<file path="src/design/spc_pkg.sv">
// Package for the serial port unit control register block
package spc_pkg;

	// ---------------------------------------------------------------
	// Register indices on the plain register port
	// ---------------------------------------------------------------
	localparam int ADDR_W = 4;
	localparam logic [ADDR_W-1:0] IDX_CTRL = 4'h0;
	localparam logic [ADDR_W-1:0] IDX_IRQ_STAT = 4'h1;
	localparam logic [ADDR_W-1:0] IDX_IRQ_MASK = 4'h2;
	localparam logic [ADDR_W-1:0] IDX_MODE = 4'h3;
	localparam logic [ADDR_W-1:0] IDX_STATE = 4'h4;

	// ---------------------------------------------------------------
	// Reset values and field positions
	// ---------------------------------------------------------------
	localparam logic [7:0] CTRL_RESET = 8'h00;
	localparam logic [3:0] IRQ_RESET = 4'h0;
	localparam logic [2:0] MODE_RESET = 3'h0;
	localparam int MODE_SYNC_BIT = 0;
	localparam int MODE_MP_BIT = 1;
	localparam int MODE_SC_BIT = 2;
	localparam int EV_TX_EMPTY = 0;
	localparam int EV_RX_FULL = 1;
	localparam int EV_RX_ERR = 2;
	localparam int EV_TX_END = 3;
	localparam int NUM_EV = 4;
	localparam logic [1:0] CKSEL_BRG_PORT = 2'h0;
	localparam logic [1:0] CKSEL_BRG_OUT = 2'h1;

	// ---------------------------------------------------------------
	// Types
	// ---------------------------------------------------------------
	typedef struct packed {
		logic tx_irq_enable;
		logic rx_irq_enable;
		logic tx_enable;
		logic rx_enable;
		logic multiproc_irq_enable;
		logic tx_end_irq_enable;
		logic clk_src_sel_hi;
		logic clk_src_sel_lo;
	} spc_ctrl_s;

	typedef struct packed {
		logic smartcard_select;
		logic multiproc_mode_bit;
		logic sync_mode;
	} spc_mode_s;

	typedef enum {
		PIN_PORT,
		PIN_BIT_OUT,
		PIN_EXT_16X,
		PIN_SYNC_OUT,
		PIN_SYNC_IN
	} spc_pin_e;

endpackage

</file>
<file path="src/design/spc_serial_ctrl.sv">
// Serial port unit control register with request gating, filter and clock pin select
`timescale 1ns/1ns

// Summary of operation
// - Normal-mode meaning of bit 3 and bits 1:0 applies only while smartcard_select is 0; other fields keep it.
// - tx_empty_irq passes only while tx_irq_enable is 1.
// - rx_full_irq and rx_error_irq pass only while rx_irq_enable is 1.
// - Transmission runs only while tx_enable is 1.
// - Reception runs only while rx_enable is 1.
// - Bit 3 filter acts only in async mode with multiproc_mode_bit 1.
// - Filter drops characters with multiproc bit 0; no status flags set.
// - Character with multiproc bit 1 clears the filter bit; normal reception resumes.
// - Bit 2 passes tx_end_irq when 1, masks it otherwise.
// - Async, select 00: baud generator clock, clock pin released as port.
// - Async, select 01: baud generator clock, pin drives bit-rate clock.
// - Async, select 1X: pin supplies clock at sixteen times bit rate.
// - Sync, select 0X: internal clock, driven out on the pin.
// - Sync, select 1X: pin is clock input, shifting follows it.
module spc_serial_ctrl #(
	parameter int ADDR_W = spc_pkg::ADDR_W
) (
	// Clock and reset
	input wire logic CLK_IN,
	input wire logic RESETN_IN,
	// Register port
	input wire logic [ADDR_W-1:0] ADDR_IN,
	input wire logic [7:0] WDATA_IN,
	input wire logic WR_IN,
	input wire logic RD_IN,
	output logic [7:0] RDATA_OUT,
	// Events from transmitter and receiver
	input wire logic TX_EMPTY_EV_IN,
	input wire logic RX_FULL_EV_IN,
	input wire logic RX_ERR_EV_IN,
	input wire logic TX_END_EV_IN,
	// Gated interrupt requests
	output logic TX_EMPTY_IRQ_OUT,
	output logic RX_FULL_IRQ_OUT,
	output logic RX_ERR_IRQ_OUT,
	output logic TX_END_IRQ_OUT,
	output logic IRQ_OUT,
	// Transfer enables
	output logic TX_EN_OUT,
	output logic RX_EN_OUT,
	// Multiprocessor receive filter
	input wire logic RX_CHAR_DONE_IN,
	input wire logic RX_MPB_IN,
	output logic RX_FLAG_ALLOW_OUT,
	// Clock source and clock pin
	input wire logic BITCLK_IN,
	input wire logic SCK_IN,
	output logic SCK_OUT,
	output logic SCK_OE_OUT,
	output logic SCK_PORT_RELEASE_OUT,
	output logic EXT_CLK_SEL_OUT,
	output logic SHIFT_CLK_OUT
);

	initial
	begin
		if (ADDR_W < 3 || ADDR_W > 16) $error("spc_serial_ctrl: ADDR_W out of range");
	end

	// ---------------------------------------------------------------
	// Decoding helpers
	// ---------------------------------------------------------------
	function automatic logic hit(input logic [ADDR_W-1:0] a, input logic [spc_pkg::ADDR_W-1:0] idx);
		hit = (a == ADDR_W'(idx));
	endfunction

	// Card mode keeps the pin released here; its own layout is not served
	function automatic spc_pkg::spc_pin_e pin_func(input spc_pkg::spc_mode_s m, input spc_pkg::spc_ctrl_s c);
		logic [1:0] sel;
		sel = {c.clk_src_sel_hi, c.clk_src_sel_lo};
		if (m.smartcard_select)
			pin_func = spc_pkg::PIN_PORT;
		else if (m.sync_mode)
			pin_func = c.clk_src_sel_hi ? spc_pkg::PIN_SYNC_IN : spc_pkg::PIN_SYNC_OUT;
		else if (sel == spc_pkg::CKSEL_BRG_PORT)
			pin_func = spc_pkg::PIN_PORT;
		else if (sel == spc_pkg::CKSEL_BRG_OUT)
			pin_func = spc_pkg::PIN_BIT_OUT;
		else
			pin_func = spc_pkg::PIN_EXT_16X;
	endfunction

	// ---------------------------------------------------------------
	// Registers and decode
	// ---------------------------------------------------------------
	spc_pkg::spc_ctrl_s ctrl_q;
	spc_pkg::spc_ctrl_s ctrl_d;
	spc_pkg::spc_mode_s mode_q;
	spc_pkg::spc_pin_e pin_fn;
	logic [7:0] rdata_q;
	logic [7:0] rdata_d;
	logic sck_q;
	logic sck_oe_q;
	logic shift_q;
	logic wr_ctrl;
	logic wr_stat;
	logic wr_mask;
	logic wr_mode;
	logic filter_active;
	logic mp_release;
	logic mp_discard;
	logic [3:0] ev;
	logic [3:0] en;
	logic [3:0] req;
	logic [3:0] irq_stat;
	logic [3:0] irq_mask;
	logic irq;
	logic drive_pin;
	logic ext_clk;
	logic [7:0] state_word;

	assign wr_ctrl = WR_IN && hit(ADDR_IN, spc_pkg::IDX_CTRL);
	assign wr_stat = WR_IN && hit(ADDR_IN, spc_pkg::IDX_IRQ_STAT);
	assign wr_mask = WR_IN && hit(ADDR_IN, spc_pkg::IDX_IRQ_MASK);
	assign wr_mode = WR_IN && hit(ADDR_IN, spc_pkg::IDX_MODE);

	// Filter only in normal async mode with multiprocessor format
	assign filter_active = ctrl_q.multiproc_irq_enable && !mode_q.sync_mode
		&& mode_q.multiproc_mode_bit && !mode_q.smartcard_select;
	assign mp_discard = filter_active && RX_CHAR_DONE_IN && !RX_MPB_IN;
	assign mp_release = filter_active && RX_CHAR_DONE_IN && RX_MPB_IN;
	assign RX_FLAG_ALLOW_OUT = RX_EN_OUT && !mp_discard;

	// A software write wins over the hardware self-clear
	always_comb
	begin
		ctrl_d = ctrl_q;
		if (wr_ctrl)
			ctrl_d = spc_pkg::spc_ctrl_s'(WDATA_IN);
		else if (mp_release)
			ctrl_d.multiproc_irq_enable = 1'b0;
	end

	always_ff @(posedge CLK_IN or negedge RESETN_IN)
	begin
		if (!RESETN_IN)
			ctrl_q <= spc_pkg::spc_ctrl_s'(spc_pkg::CTRL_RESET);
		else
			ctrl_q <= ctrl_d;
	end

	always_ff @(posedge CLK_IN or negedge RESETN_IN)
	begin
		if (!RESETN_IN)
			mode_q <= spc_pkg::spc_mode_s'(spc_pkg::MODE_RESET);
		else if (wr_mode)
			mode_q <= spc_pkg::spc_mode_s'(WDATA_IN[2:0]);
	end

	// ---------------------------------------------------------------
	// Transfer enables and interrupt gating
	// ---------------------------------------------------------------
	assign TX_EN_OUT = ctrl_q.tx_enable;
	assign RX_EN_OUT = ctrl_q.rx_enable;

	assign ev[spc_pkg::EV_TX_EMPTY] = TX_EMPTY_EV_IN;
	assign ev[spc_pkg::EV_RX_FULL] = RX_FULL_EV_IN && !mp_discard;
	assign ev[spc_pkg::EV_RX_ERR] = RX_ERR_EV_IN && !mp_discard;
	assign ev[spc_pkg::EV_TX_END] = TX_END_EV_IN;
	assign en[spc_pkg::EV_TX_EMPTY] = ctrl_q.tx_irq_enable;
	assign en[spc_pkg::EV_RX_FULL] = ctrl_q.rx_irq_enable;
	assign en[spc_pkg::EV_RX_ERR] = ctrl_q.rx_irq_enable;
	assign en[spc_pkg::EV_TX_END] = ctrl_q.tx_end_irq_enable;

	spc_irq_gate #(
		.N(spc_pkg::NUM_EV)
	) u_irq (
		.clk_in(CLK_IN),
		.resetn_in(RESETN_IN),
		.ev_in(ev),
		.en_in(en),
		.clr_wr_in(wr_stat),
		.mask_wr_in(wr_mask),
		.wdata_in(WDATA_IN[3:0]),
		.req_out(req),
		.stat_out(irq_stat),
		.mask_out(irq_mask),
		.irq_out(irq)
	);

	assign TX_EMPTY_IRQ_OUT = req[spc_pkg::EV_TX_EMPTY];
	assign RX_FULL_IRQ_OUT = req[spc_pkg::EV_RX_FULL];
	assign RX_ERR_IRQ_OUT = req[spc_pkg::EV_RX_ERR];
	assign TX_END_IRQ_OUT = req[spc_pkg::EV_TX_END];
	assign IRQ_OUT = irq;

	// ---------------------------------------------------------------
	// Clock source and clock pin
	// ---------------------------------------------------------------
	assign pin_fn = pin_func(mode_q, ctrl_q);
	assign drive_pin = (pin_fn == spc_pkg::PIN_BIT_OUT) || (pin_fn == spc_pkg::PIN_SYNC_OUT);
	// Async external clock must run at 16x bit rate; sampling relies on it
	assign ext_clk = (pin_fn == spc_pkg::PIN_EXT_16X) || (pin_fn == spc_pkg::PIN_SYNC_IN);
	assign SCK_PORT_RELEASE_OUT = (pin_fn == spc_pkg::PIN_PORT);
	assign EXT_CLK_SEL_OUT = ext_clk;

	always_ff @(posedge CLK_IN or negedge RESETN_IN)
	begin
		if (!RESETN_IN)
		begin
			sck_q <= 1'b0;
			sck_oe_q <= 1'b0;
			shift_q <= 1'b0;
		end
		else
		begin
			sck_q <= drive_pin ? BITCLK_IN : 1'b0;
			sck_oe_q <= drive_pin;
			shift_q <= ext_clk ? SCK_IN : BITCLK_IN;
		end
	end

	assign SCK_OUT = sck_q;
	assign SCK_OE_OUT = sck_oe_q;
	assign SHIFT_CLK_OUT = shift_q;

	// ---------------------------------------------------------------
	// Read path, data in the cycle after the strobe
	// ---------------------------------------------------------------
	assign state_word = {4'h0, irq, ext_clk, drive_pin, filter_active};

	always_comb
	begin
		rdata_d = 8'h00;
		if (RD_IN)
		begin
			if (hit(ADDR_IN, spc_pkg::IDX_CTRL))
				rdata_d = ctrl_q;
			else if (hit(ADDR_IN, spc_pkg::IDX_IRQ_STAT))
				rdata_d = {4'h0, irq_stat};
			else if (hit(ADDR_IN, spc_pkg::IDX_IRQ_MASK))
				rdata_d = {4'h0, irq_mask};
			else if (hit(ADDR_IN, spc_pkg::IDX_MODE))
				rdata_d = {5'h00, mode_q};
			else if (hit(ADDR_IN, spc_pkg::IDX_STATE))
				rdata_d = state_word;
		end
	end

	always_ff @(posedge CLK_IN or negedge RESETN_IN)
	begin
		if (!RESETN_IN)
			rdata_q <= 8'h00;
		else
			rdata_q <= rdata_d;
	end

	assign RDATA_OUT = rdata_q;

	// ---------------------------------------------------------------
	// Assertions
	// ---------------------------------------------------------------
	property p_tx_empty_gate;
		@(posedge CLK_IN) disable iff (!RESETN_IN)
		TX_EMPTY_EV_IN |-> (TX_EMPTY_IRQ_OUT == ctrl_q.tx_irq_enable);
	endproperty
	a_tx_empty_gate: assert property (p_tx_empty_gate) else $error("tx empty request gating wrong");

	property p_rx_gate;
		@(posedge CLK_IN) disable iff (!RESETN_IN)
		(RX_FULL_IRQ_OUT || RX_ERR_IRQ_OUT) |-> ctrl_q.rx_irq_enable;
	endproperty
	a_rx_gate: assert property (p_rx_gate) else $error("rx request passed while disabled");

	property p_tx_end_gate;
		@(posedge CLK_IN) disable iff (!RESETN_IN)
		wr_ctrl && !WDATA_IN[2] |=> !TX_END_IRQ_OUT;
	endproperty
	a_tx_end_gate: assert property (p_tx_end_gate) else $error("tx end request passed while disabled");

	property p_tx_enable;
		@(posedge CLK_IN) disable iff (!RESETN_IN)
		wr_ctrl |=> (TX_EN_OUT == $past(WDATA_IN[5]));
	endproperty
	a_tx_enable: assert property (p_tx_enable) else $error("transmit enable not following write");

	property p_rx_enable;
		@(posedge CLK_IN) disable iff (!RESETN_IN)
		wr_ctrl && !WDATA_IN[4] |=> !RX_EN_OUT && !RX_FLAG_ALLOW_OUT;
	endproperty
	a_rx_enable: assert property (p_rx_enable) else $error("reception active while disabled");

	property p_discard;
		@(posedge CLK_IN) disable iff (!RESETN_IN)
		filter_active && RX_CHAR_DONE_IN && !RX_MPB_IN && !wr_ctrl
			|-> !RX_FLAG_ALLOW_OUT && !RX_FULL_IRQ_OUT && !RX_ERR_IRQ_OUT ##1 ctrl_q.multiproc_irq_enable;
	endproperty
	a_discard: assert property (p_discard) else $error("filtered character not discarded");

	property p_mp_release;
		@(posedge CLK_IN) disable iff (!RESETN_IN)
		mp_release && !wr_ctrl |=> !ctrl_q.multiproc_irq_enable;
	endproperty
	a_mp_release: assert property (p_mp_release) else $error("filter bit not self-cleared");

	property p_filter_mode;
		@(posedge CLK_IN) disable iff (!RESETN_IN)
		(mode_q.sync_mode || !mode_q.multiproc_mode_bit) |-> !filter_active;
	endproperty
	a_filter_mode: assert property (p_filter_mode) else $error("filter active outside async multiprocessor mode");

	property p_port_release;
		@(posedge CLK_IN) disable iff (!RESETN_IN)
		SCK_PORT_RELEASE_OUT ##1 SCK_PORT_RELEASE_OUT |-> !SCK_OE_OUT;
	endproperty
	a_port_release: assert property (p_port_release) else $error("pin driven while released");

	property p_sync_out;
		@(posedge CLK_IN) disable iff (!RESETN_IN)
		mode_q.sync_mode && !mode_q.smartcard_select && !ctrl_q.clk_src_sel_hi
			|=> SCK_OE_OUT && (SCK_OUT == $past(BITCLK_IN));
	endproperty
	a_sync_out: assert property (p_sync_out) else $error("sync internal clock not driven");

	property p_sync_in;
		@(posedge CLK_IN) disable iff (!RESETN_IN)
		mode_q.sync_mode && !mode_q.smartcard_select && ctrl_q.clk_src_sel_hi
			|=> !SCK_OE_OUT && (SHIFT_CLK_OUT == $past(SCK_IN));
	endproperty
	a_sync_in: assert property (p_sync_in) else $error("sync external clock not followed");

	property p_card_mode;
		@(posedge CLK_IN) disable iff (!RESETN_IN)
		mode_q.smartcard_select |-> !filter_active && SCK_PORT_RELEASE_OUT && !EXT_CLK_SEL_OUT;
	endproperty
	a_card_mode: assert property (p_card_mode) else $error("normal layout used in card mode");

	property p_bit_out;
		@(posedge CLK_IN) disable iff (!RESETN_IN)
		!mode_q.sync_mode && !mode_q.smartcard_select && !ctrl_q.clk_src_sel_hi && ctrl_q.clk_src_sel_lo
			|=> SCK_OE_OUT && (SCK_OUT == $past(BITCLK_IN));
	endproperty
	a_bit_out: assert property (p_bit_out) else $error("bit rate clock not driven");

	property p_ext_16x;
		@(posedge CLK_IN) disable iff (!RESETN_IN)
		!mode_q.sync_mode && !mode_q.smartcard_select && ctrl_q.clk_src_sel_hi
			|-> EXT_CLK_SEL_OUT && !SCK_PORT_RELEASE_OUT ##1 !SCK_OE_OUT;
	endproperty
	a_ext_16x: assert property (p_ext_16x) else $error("async external clock not taken");

	c_discard: cover property (@(posedge CLK_IN) disable iff (!RESETN_IN) mp_discard ##[1:50] mp_release);
	c_irq: cover property (@(posedge CLK_IN) disable iff (!RESETN_IN) TX_END_IRQ_OUT ##[1:20] IRQ_OUT);
	c_bit_out: cover property (@(posedge CLK_IN) disable iff (!RESETN_IN) (pin_fn == spc_pkg::PIN_BIT_OUT) && SCK_OUT);
	c_ext_clk: cover property (@(posedge CLK_IN) disable iff (!RESETN_IN) EXT_CLK_SEL_OUT && SHIFT_CLK_OUT);

endmodule // spc_serial_ctrl

</file>
<file path="src/design/spc_irq_gate.sv">
// Interrupt request gating with sticky status and mask
`timescale 1ns/1ns
module spc_irq_gate #(
	parameter int N = 4
) (
	input wire logic clk_in,
	input wire logic resetn_in,
	input wire logic [N-1:0] ev_in,
	input wire logic [N-1:0] en_in,
	input wire logic clr_wr_in,
	input wire logic mask_wr_in,
	input wire logic [N-1:0] wdata_in,
	output logic [N-1:0] req_out,
	output logic [N-1:0] stat_out,
	output logic [N-1:0] mask_out,
	output logic irq_out
);

	logic [N-1:0] stat_q;
	logic [N-1:0] stat_d;
	logic [N-1:0] mask_q;

	initial
	begin
		if (N < 1 || N > 8) $error("spc_irq_gate: N out of range");
	end

	assign req_out = ev_in & en_in;
	assign stat_out = stat_q;
	assign mask_out = mask_q;
	assign irq_out = |(stat_q & mask_q);

	// Set beats write-one clear in the same cycle
	genvar i;
	generate
		for (i = 0; i < N; i++)
		begin : g_bit
			assign stat_d[i] = req_out[i] || (stat_q[i] && !(clr_wr_in && wdata_in[i]));
		end
	endgenerate

	always_ff @(posedge clk_in or negedge resetn_in)
	begin
		if (!resetn_in)
			stat_q <= '0;
		else
			stat_q <= stat_d;
	end

	always_ff @(posedge clk_in or negedge resetn_in)
	begin
		if (!resetn_in)
			mask_q <= '0;
		else if (mask_wr_in)
			mask_q <= wdata_in;
	end

	// ---------------------------------------------------------------
	// Checks
	// ---------------------------------------------------------------
	property p_sticky_set;
		@(posedge clk_in) disable iff (!resetn_in)
		(|req_out) |=> (stat_q & $past(req_out)) == $past(req_out);
	endproperty
	a_sticky_set: assert property (p_sticky_set) else $error("request did not set status");

	property p_irq_level;
		@(posedge clk_in) disable iff (!resetn_in)
		irq_out |-> |(stat_q & mask_q);
	endproperty
	a_irq_level: assert property (p_irq_level) else $error("irq without unmasked status");

	property p_w1c_clear;
		@(posedge clk_in) disable iff (!resetn_in)
		clr_wr_in |=> (stat_q & $past(wdata_in) & ~$past(req_out)) == '0;
	endproperty
	a_w1c_clear: assert property (p_w1c_clear) else $error("write one did not clear status");

endmodule // spc_irq_gate

</file>
<file path="config.mk">
export PLATFORM = sky130hd
export DESIGN_NAME = spc_serial_ctrl
export DESIGN_NICKNAME = d
export VERILOG_FILES = /design/src/design/spc_pkg.sv /design/src/design/spc_serial_ctrl.sv /design/src/design/spc_irq_gate.sv
export SDC_FILE = /design/constraint.sdc
export NUM_CORES = 1
export LEC_CHECK = 0
export BUFFER_PORTS_ARGS = -buffer_cell sky130_fd_sc_hd__buf_4
export CAP_MARGIN = 20
export CORE_AREA = 2 2 72 74
export DETAILED_ROUTE_END_ITERATION = 10
export DIE_AREA = 0 0 74 76
export GPL_TIMING_DRIVEN = 1
export PLACE_DENSITY = 0.54
export REMOVE_ABC_BUFFERS = 1
export SYNTH_ARGS = -nofsm -noshare
export SYNTH_HDL_FRONTEND = slang
export SYNTH_SLANG_ARGS = --single-unit
</file>
<file path="constraint.sdc">
create_clock -name CLK_IN -period 2.18 [get_ports CLK_IN]
set_clock_uncertainty 0.2 [all_clocks]
set_input_delay 0.327 -clock CLK_IN [delete_from_list [all_inputs] [get_ports CLK_IN]]
set_output_delay 0.327 -clock CLK_IN [all_outputs]
set_load 0.05 [all_outputs]
</file>
==> results of run 1 <==
-- worst max-delay path by stage --
stage                                    to  depth (start not counted)
finish                    RX_FLAG_ALLOW_OUT                          4
global placement            RX_FULL_IRQ_OUT                          4
floorplan           SHIFT_CLK_OUT$_DFF_PN0_                          4
global route              RX_FLAG_ALLOW_OUT                          4
detailed placement          EXT_CLK_SEL_OUT                          4
CTS                         RX_FULL_IRQ_OUT                          4
-- worst max-delay path, cell delays in order, from the launching register on --
cell and delay (ns):
dfrtp_1 0.42, and4bb_2 0.37, nand3b_1 0.14, and2_1 0.19
buf_4 0.18
-- sequential cells by signal, indices dropped and copies added (netlist names) --
signal          flops
SHIFT_CLK_OUT       1
SCK_OUT             1
RX_EN_OUT           1
RDATA_OUT           8
u_irq.stat_out      4
mode_q              3
SCK_OE_OUT          1
TX_EN_OUT           1
ctrl_q              6
u_irq.mask_out      4
-- power groups by stage --
stage               Clock (mW)  Sequential (mW)  Combinational (mW)
detailed placement           0            0.723               0.577
floorplan                    0            0.796               0.298
CTS                      0.479            0.715               0.583
global placement             0            0.720               0.569
finish                   0.459            0.714               0.604
global route             0.503            0.727               0.640
-- metrics by stage --
step	cells	total power [mW]	worst slack [ns]	area [µm²]	hold WS (ns)
detailed placement	236	1.30	0.336	1820	0.0816
floorplan	121	1.09	0.149	1390	-0.169
finish	247	1.78	0.0688	1960	0.0571
global route	247	1.87	0.00337	1960	0.0480
global placement	236	1.29	0.359	1820	0.0741
CTS	245	1.78	0.00545	1920	0.0455
-- layer usage --
| layer | wire (µm) | part of all wire (%) |
|---|---|---|
| met1 | 1600 | 45 |
| met2 | 1650 | 46 |
| met3 | 246 | 6.9 |
| met4 | 74 | 2.1 |
| met5 | 0 | 0 |
-- placed cells by master (no fill, tap or decap), types with 2 or more instances in the layout --
cell      instances
buf_4            44
dfrtp_1          30
mux2_1           14
nand2_1          12
and2_1            8
clkbuf_8          6
a21o_1            5
nor2_1            4
a22oi_1           3
inv_1             3
o21ai_0           3
o21ai_1           3
nand2b_1          3
nand4_1           3
nand3_1           3
buf_6             3
and3_4            2
nor2_2            2
and3_1            2
a32oi_1           2
-- repair_timing --
| item | CTS | global route |
|---|---|---|
| pin swaps | 0 | 2 |
| resized for setup | 1 | 6 |
| endpoints found under the hold margin | 30 | 0 |
| buffers inserted | 0 | 2 |
| setup endpoints to repair | 1 | 3 |
| hold buffers | 1 | 0 |
-- layout make-up --
cell class,count,area [µm²],share of cell area (%)
Timing Repair Buffer,48,374,19.1
Sequential cell,30,751,38.4
Multi-Input combinational cell,88,642,32.8
Clock inverter,1,5.00,0.256
Tap cell,70,87.6,4.48
Clock buffer,7,86.3,4.41
Inverter,3,11.3,0.575
-- logic make-up after synthesis --
logic type / Yosys count / share of synthesized area (%)
xor+xnor: 1 / 0.620
fa+ha+maj: 1 / 0.886
buf+inv: 6 / 2.21
flops: 30 / 53.1
compound gates: 23 / 11.4
simple gates: 48 / 19.8
mux: 15 / 11.9
==> flow_metrics.tcl, run 1 <==
set metrics [dict create \
    critPathCaptureType "output pin" \
    switching_share_pct 36.2 \
    min_path_cells 2 \
    synth_top_area_share_pct 53.1 \
    fin_util_pct 39.8 \
    clk_pin_slew_worst_paths_ns 0.06 \
    fin_crit_sh_pct 96.8 \
    met3_usage_pct 4.10 \
    ys_ff_latch 30 \
    r2r_slack_ns 0.42 \
    totalWireLength_um 3570 \
    max_clock_freq_mhz 474 \
    pwr-share-comb_pct 34.0 \
    synth_cell_types 37 \
    crit_path_max_fanout 5 \
    die_w_um 74 \
    layout-drive-gt1-share_pct 35.0 \
    grt_overflow 0 \
    hold_violations 0 \
    tightest_slew_ns 0.478 \
    wl_per_cell_um 14.5 \
    setup_viol 0 \
    drt_iter0_markers 93 \
    hp-start "WDATA_IN[7]" \
    hp-class "in2reg" \
    yosys.area.top_type "dfrtp_1" \
    p_sw_mw 0.643 \
    p_int_mw 1.13 \
    cts.sinks 30 \
    cp-start-kind "register" \
    arrival_ns 1.58 \
    yosysWarnings 0 \
    synth_most_common_cell "dfrtp_1" \
    use_met2_pct 19.4 \
    cts_buffer_depth 2 \
    io_pins 45 \
    detail-route-antenna-nets 0 \
    dr_total_vias 1175 \
    clkPwrFrac_pct 25.9 \
    r2r-start "ctrl_q[1]$_DFFE_PN0P_" \
    antenna_found_initial 0 \
    globalRouteTotalUtil_pct 13.1 \
    yosys-top-cells-area "dfrtp_1 (53%), mux2_1 (11%), and2_1 (3.5%), nand2_1 (3.2%), a21o_1 (2.7%)" \
    place.gp.congestion 0.843 \
    synthArstFlopShare_pct 100 \
    cts_buffers 5 \
    synthCells 124 \
    die_area_mm2 0.00562 \
    worstSkewPairLatency_ns 0.28 \
    crit_type "reg2out" \
    status "completed" \
    ir_worst_vdd_mv 0.331 \
    crit_required_ns 1.65 \
    fillers 471 \
    num_antenna_cells 0 \
    r2r-end "SHIFT_CLK_OUT$_DFF_PN0_" \
    grt-busiest-layer "met2" \
    grt_max_degree 31 \
    synth_edf_count 0 \
    crit_path_start "mode_q[2]$_DFFE_PN0P_" \
    rows 26 \
    tns_ns 0 \
    start_util_pct 28.8 \
    use_met1_pct 17.7 \
    ys_seq_area_share_pct 53.1 \
    p_seq_share_pct 40.2 \
    avgSynthCellArea_um2 11.4 \
    rsz0062_at_grt "false" \
    synth_top_flop_cell "dfrtp_1" \
    port_buffers 44 \
    max-slew-margin-rel_pct 68.1 \
    synthTopCellsByCount "dfrtp_1 (30), mux2_1 (14), nand2_1 (12)" \
    powerDensity_mw_per_mm2 908 \
    grt_pass1_wl_um 5570 \
    power_leakage_nw 0.911 \
    worst-r2r-cell-count 4 \
    area_growth_pct 38.5 \
    grt_pass1_vias 1119 \
    coreArea_mm2 0.00491 \
    drv_cap 0 \
    syn_area_mm2 0.00141 \
    root_buffer "clkbuf_8" \
    dr.pass1.iters 4 \
    min_to "ctrl_q[7]$_DFFE_PN0P_" \
    htreeDepth 2 \
    min_period_ns 2.11 \
    drt_drc_violations_left 0 \
    cts_tree "built" \
    die_h_um 76 \
    fin_nets 201 \
    maxSlewViolCount 0 \
    dp_hpwl_um 2580 \
    viasPerCell 4.76 \
]
Power figures use the tool's default switching activity.
==> run 2, diff against run 1 <==
- SETUP_SLACK_MARGIN: default -> 0.1
==> flow_metrics.tcl, run 2 (same netlist as run 1, synthesis figures left out) <==
set metrics [dict create \
    worstSkewPairLatency_ns 0.28 \
    fin_util_pct 40.5 \
    powerDensity_mw_per_mm2 912 \
    arrival_ns 1.54 \
    grt_overflow 0 \
    start_util_pct 28.8 \
    maxSlewViolCount 0 \
    min_period_ns 2.07 \
    grt-busiest-layer "met2" \
    cts_buffers 5 \
    dp_hpwl_um 2580 \
    grt_max_degree 31 \
    cp-start-kind "register" \
    place_area_mm2 0.00182 \
    hold_ws_ns 0.0572 \
    total_power_mw 1.82 \
    root_buffer "clkbuf_8" \
    totalWireLength_um 3670 \
    cts_buffer_depth 2 \
    tns_ns 0 \
    stdcell_area_mm2 0.00199 \
    final_cell_mix "buf_4 (46), dfrtp_1 (30), mux2_1 (14), nand2_1 (12), and2_1 (7)" \
    ir_worst_vdd_mv 0.350 \
    crit_path_max_fanout 4 \
    hp-class "in2reg" \
    final_common_cell "buf_4" \
    power_leakage_nw 0.931 \
    pre_cts_ws_ns 0.336 \
    fin_crit_sh_pct 94.9 \
    crit_required_ns 1.65 \
    max_clock_freq_mhz 483 \
    crit_type "reg2out" \
    rsz0062_at_grt "true" \
    tightest_slew_ns 0.490 \
    use_met2_pct 20.2 \
    die_w_um 74 \
    grt_pass1_wl_um 5690 \
    globalRouteTotalUtil_pct 13.5 \
    rows 26 \
    htreeDepth 2 \
    status "completed" \
    die_area_mm2 0.00562 \
    largest_reg_flops 8 \
    area_growth_pct 40.8 \
    num_antenna_cells 0 \
    use_met1_pct 18.2 \
    grt_pass1_vias 1138 \
    place.gp.congestion 0.843 \
    antenna_found_initial 0 \
    io_pins 45 \
    drt_drc_violations_left 0 \
    setup_viol 0 \
    critPathCaptureType "output pin" \
    setup_slack_ns 0.111 \
    cts_tree "built" \
    coreArea_mm2 0.00491 \
    die_h_um 76 \
    fin_nets 204 \
    cts.sinks 30 \
    detail-route-antenna-nets 0 \
    hold_violations 0 \
    dr.pass1.iters 4 \
    drv_cap 0 \
    final_cell_count_no_fill 250 \
    viasPerCell 4.67 \
    clk_pin_slew_worst_paths_ns 0.06 \
    dr_total_vias 1167 \
    placed_cells 236 \
    layout-drive-gt1-share_pct 36.7 \
    met3_usage_pct 4.10 \
    port_buffers 44 \
    wl_per_cell_um 14.7 \
    drt_iter0_markers 111 \
    max-slew-margin-rel_pct 67.2 \
]
==> run 2: final timing paths <==
check	startpoint	to	slack (ns)	depth (start not counted)
max	mode_q[0]$_DFFE_PN0P_	EXT_CLK_SEL_OUT	0.11	4
min	WDATA_IN[7]	ctrl_q[7]$_DFFE_PN0P_	0.06	2
max reg2reg	mode_q[0]$_DFFE_PN0P_	SHIFT_CLK_OUT$_DFF_PN0_	0.32	5
min reg2reg	ctrl_q[7]$_DFFE_PN0P_	ctrl_q[7]$_DFFE_PN0P_	0.30	1
max in group asynchronous	RESETN_IN	RDATA_OUT[7]$_DFF_PN0_	1.18	2
min in group asynchronous	RESETN_IN	RDATA_OUT[2]$_DFF_PN0_	0.32	2
==> run 2: per-layer routing <==
metal  wire (µm)  share of wire [%]  vias up
li1            -                  -      558
met1        1660                 45      559
met3         240                6.5        6
met5           0                  0        -
met4          60                1.6        0
met2        1710                 47       44
==> run 2: final cells by class <==
cell class	instances	area [µm²]
clock inverters	1	5.00
flip-flops and latches	30	751
well taps	70	87.6
inverters	3	11.3
multi-input cells	88	644
fillers	470	2920
clock buffers	7	86.3
repair buffers	51	404
==> run 2: critical path, stage by stage, from the launching register on <==
cell,delay [ns]
dfrtp_1,0.40
ha_1,0.33
xor2_1,0.14
and3b_2,0.23
buf_8,0.15
==> run 2: what timing repair did <==
item / CTS / global route
setup buffers: 3 / 2
gates resized for setup: 6 / 4
hold buffers: 1 / 0
endpoints found under the hold margin: 30 / 0
pin swaps: 3 / 5
endpoints found under the setup margin: 4 / 5
==> run 2: report_power, final <==
group | leakage, nW | internal (mW) | switching (mW)
Clock | 0.0482 | 0.254 | 0.206
Sequential | 0.369 | 0.647 | 0.0634
Combinational | 0.515 | 0.262 | 0.383
Total | 0.931 | 1.16 | 0.652
==> run 3, diff against run 2 <==
--- a/config.mk
+++ b/config.mk
@@ -7,10 +7,10 @@
 export LEC_CHECK = 0
 export BUFFER_PORTS_ARGS = -buffer_cell sky130_fd_sc_hd__buf_4
-export CAP_MARGIN = 20
+export CAP_MARGIN = 10
 export CORE_AREA = 2 2 72 74
 export DETAILED_ROUTE_END_ITERATION = 10
 export DIE_AREA = 0 0 74 76
 export GPL_TIMING_DRIVEN = 1
-export PLACE_DENSITY = 0.54
+export PLACE_DENSITY = 0.56
 export REMOVE_ABC_BUFFERS = 1
 export SETUP_SLACK_MARGIN = 0.1
==> constraint.sdc (replaced) <==
create_clock -name CLK_IN -period 1.8 [get_ports CLK_IN]
set_clock_uncertainty 0.2 [all_clocks]
set_input_delay 0.18 -clock CLK_IN [delete_from_list [all_inputs] [get_ports CLK_IN]]
set_output_delay 0.18 -clock CLK_IN [all_outputs]
set_load 0.05 [all_outputs]
==> flow_metrics.tcl, run 3 (same netlist as run 1, synthesis figures left out) <==
set metrics [dict create \
    globalRouteTotalUtil_pct 13.7 \
    fin_crit_sh_pct 107 \
    r2r-start "mode_q[0]$_DFFE_PN0P_" \
    hp-start "RX_MPB_IN" \
    status "finished, violations left" \
    setup_viol 7 \
    crit_required_ns 1.42 \
    max_clock_freq_mhz 517 \
    r2r_slack_ns -0.05 \
    powerDensity_mw_per_mm2 1060 \
    cts_buffers 5 \
    violations "setup timing" \
    coreArea_mm2 0.00491 \
    die_w_um 74 \
    start_util_pct 28.8 \
    placed_cells 238 \
    fin_nets 221 \
    io_pins 45 \
    largest_reg_flops 8 \
    power_leakage_nw 1.01 \
    max-slew-margin-rel_pct 68.8 \
    crit_path_max_fanout 5 \
    path_buf_inv 1 \
    area_growth_pct 55.7 \
    critPathCaptureType "output pin" \
    dr.pass1.iters 4 \
    die_area_mm2 0.00562 \
    worstSkewPairLatency_ns 0.29 \
    clk_pin_slew_worst_paths_ns 0.06 \
    place.gp.congestion 0.837 \
    min_to "ctrl_q[3]$_DFFE_PN0P_" \
    wl_per_cell_um 13.9 \
    arrival_ns 1.55 \
    maxSlewViolCount 0 \
    path_delay_family "flip-flops" \
    rows 26 \
    grt_pass1_wl_um 5770 \
    ir_worst_vdd_mv 0.533 \
    min_period_ns 1.93 \
    path_cells "ha_4 > xor2_1 > and3b_2 > buf_8" \
    hold_violations 0 \
    cts_buffer_depth 2 \
    min_path_cells 4 \
    viasPerCell 4.69 \
    final_cell_count_no_fill 267 \
    layout-drive-gt1-share_pct 38.1 \
    critical-path-max-stage-delay_ns 0.45 \
    setup_slack_ns -0.133 \
    drv_cap 0 \
    final_common_cell "buf_4" \
    grt_max_degree 31 \
    drt_drc_violations_left 0 \
    totalWireLength_um 3700 \
    port_buffers 44 \
    detail-route-antenna-nets 0 \
    grt_overflow 0 \
    r2r-end "SHIFT_CLK_OUT$_DFF_PN0_" \
    tns_ns -0.659 \
    final_cell_mix "buf_4 (46), dfrtp_1 (29), mux2_1 (14), dlygate4sd3_1 (13), nand2_1 (12)" \
    dr_total_vias 1252 \
    cp_slowest_cell "dfrtp_2" \
    place_area_mm2 0.00183 \
    num_antenna_cells 0 \
    grt_pass1_vias 1251 \
    htreeDepth 2 \
    hp-class "in2reg" \
    crit_type "reg2out" \
    drt_iter0_markers 94 \
    cp-start-kind "register" \
    root_buffer "clkbuf_8" \
    die_h_um 76 \
    antenna_found_initial 0 \
    cts.sinks 30 \
    stdcell_area_mm2 0.00220 \
    cts_tree "built" \
    dp_hpwl_um 2670 \
    total_power_mw 2.34 \
    rsz0062_at_grt "true" \
    tightest_slew_ns 0.456 \
    worst-r2r-cell-count 5 \
]
[run 3: changes by cell type in the layout (fill, tap and decap cells not counted), sizes merged]
cell	before	now
buf	50	55
clkbuf	7	6
clkinvlp	0	1
dlygate4sd3	1	13
[run 3: worst max path at each step]
stage	from	end	slack [ns]	cells past startpoint
floorplan	ctrl_q[1]$_DFFE_PN0P_	SHIFT_CLK_OUT$_DFF_PN0_	-0.23	4
global placement	ctrl_q[1]$_DFFE_PN0P_	SHIFT_CLK_OUT$_DFF_PN0_	0.08	4
detailed placement	ctrl_q[1]$_DFFE_PN0P_	SHIFT_CLK_OUT$_DFF_PN0_	0.05	4
CTS	mode_q[0]$_DFFE_PN0P_	EXT_CLK_SEL_OUT	-0.11	4
global route	mode_q[0]$_DFFE_PN0P_	EXT_CLK_SEL_OUT	-0.18	4
finish	mode_q[0]$_DFFE_PN0P_	EXT_CLK_SEL_OUT	-0.13	4
[run 3: layer usage]
layer	routed length, µm	vias to the layer above	global-route usage [%]
met5	0	-	0
met4	80	0	6.55
met3	240	8	3.31
met2	1770	55	21.7
met1	1600	597	17.1
li1	-	592	-
[run 3: repair_timing]
action / 4_1_cts / 5_1_grt
hold buffers: 13 / 0
setup endpoints to repair: 7 / 10
pin swaps: 9 / 5
gates resized for setup: 14 / 5
endpoints found under the hold margin: 48 / 0
setup buffers: 6 / 2
[run 3: worst min-delay path, delay by kind of cell]
family,cells,cell delay [ns]
AND/OR/NAND/NOR,2,0.14
buffers and inverters,1,0.08
AO/OA/AOI/OAI,1,0.05
[run 3: where the power goes]
part	switching (mW)	internal [mW]
clock	0.265	0.307
sequential	0.0860	0.784
combinational	0.490	0.406
total	0.841	1.50
[run 3: cell type report]
type                            count  area, µm²
Clock buffer                        6       82.6
Clock inverter                      2       12.5
Fill cell                         477       2710
Inverter                            3       11.3
Multi-Input combinational cell     88        673
Sequential cell                    30        752
Tap cell                           70       87.6
Timing Repair Buffer               68        581
[run 3: per-stage QoR]
step	hold slack [ns]	util [%]	worst slack (ns)
final	0.0120	44.8	-0.133
after global routing	0.0421	44.8	-0.184
after CTS	0.00661	44.1	-0.114
after detailed placement	-0.0664	37.3	0.0462
after global placement	-0.0710	37.3	0.0759
after floorplan	-0.316	-	-0.231
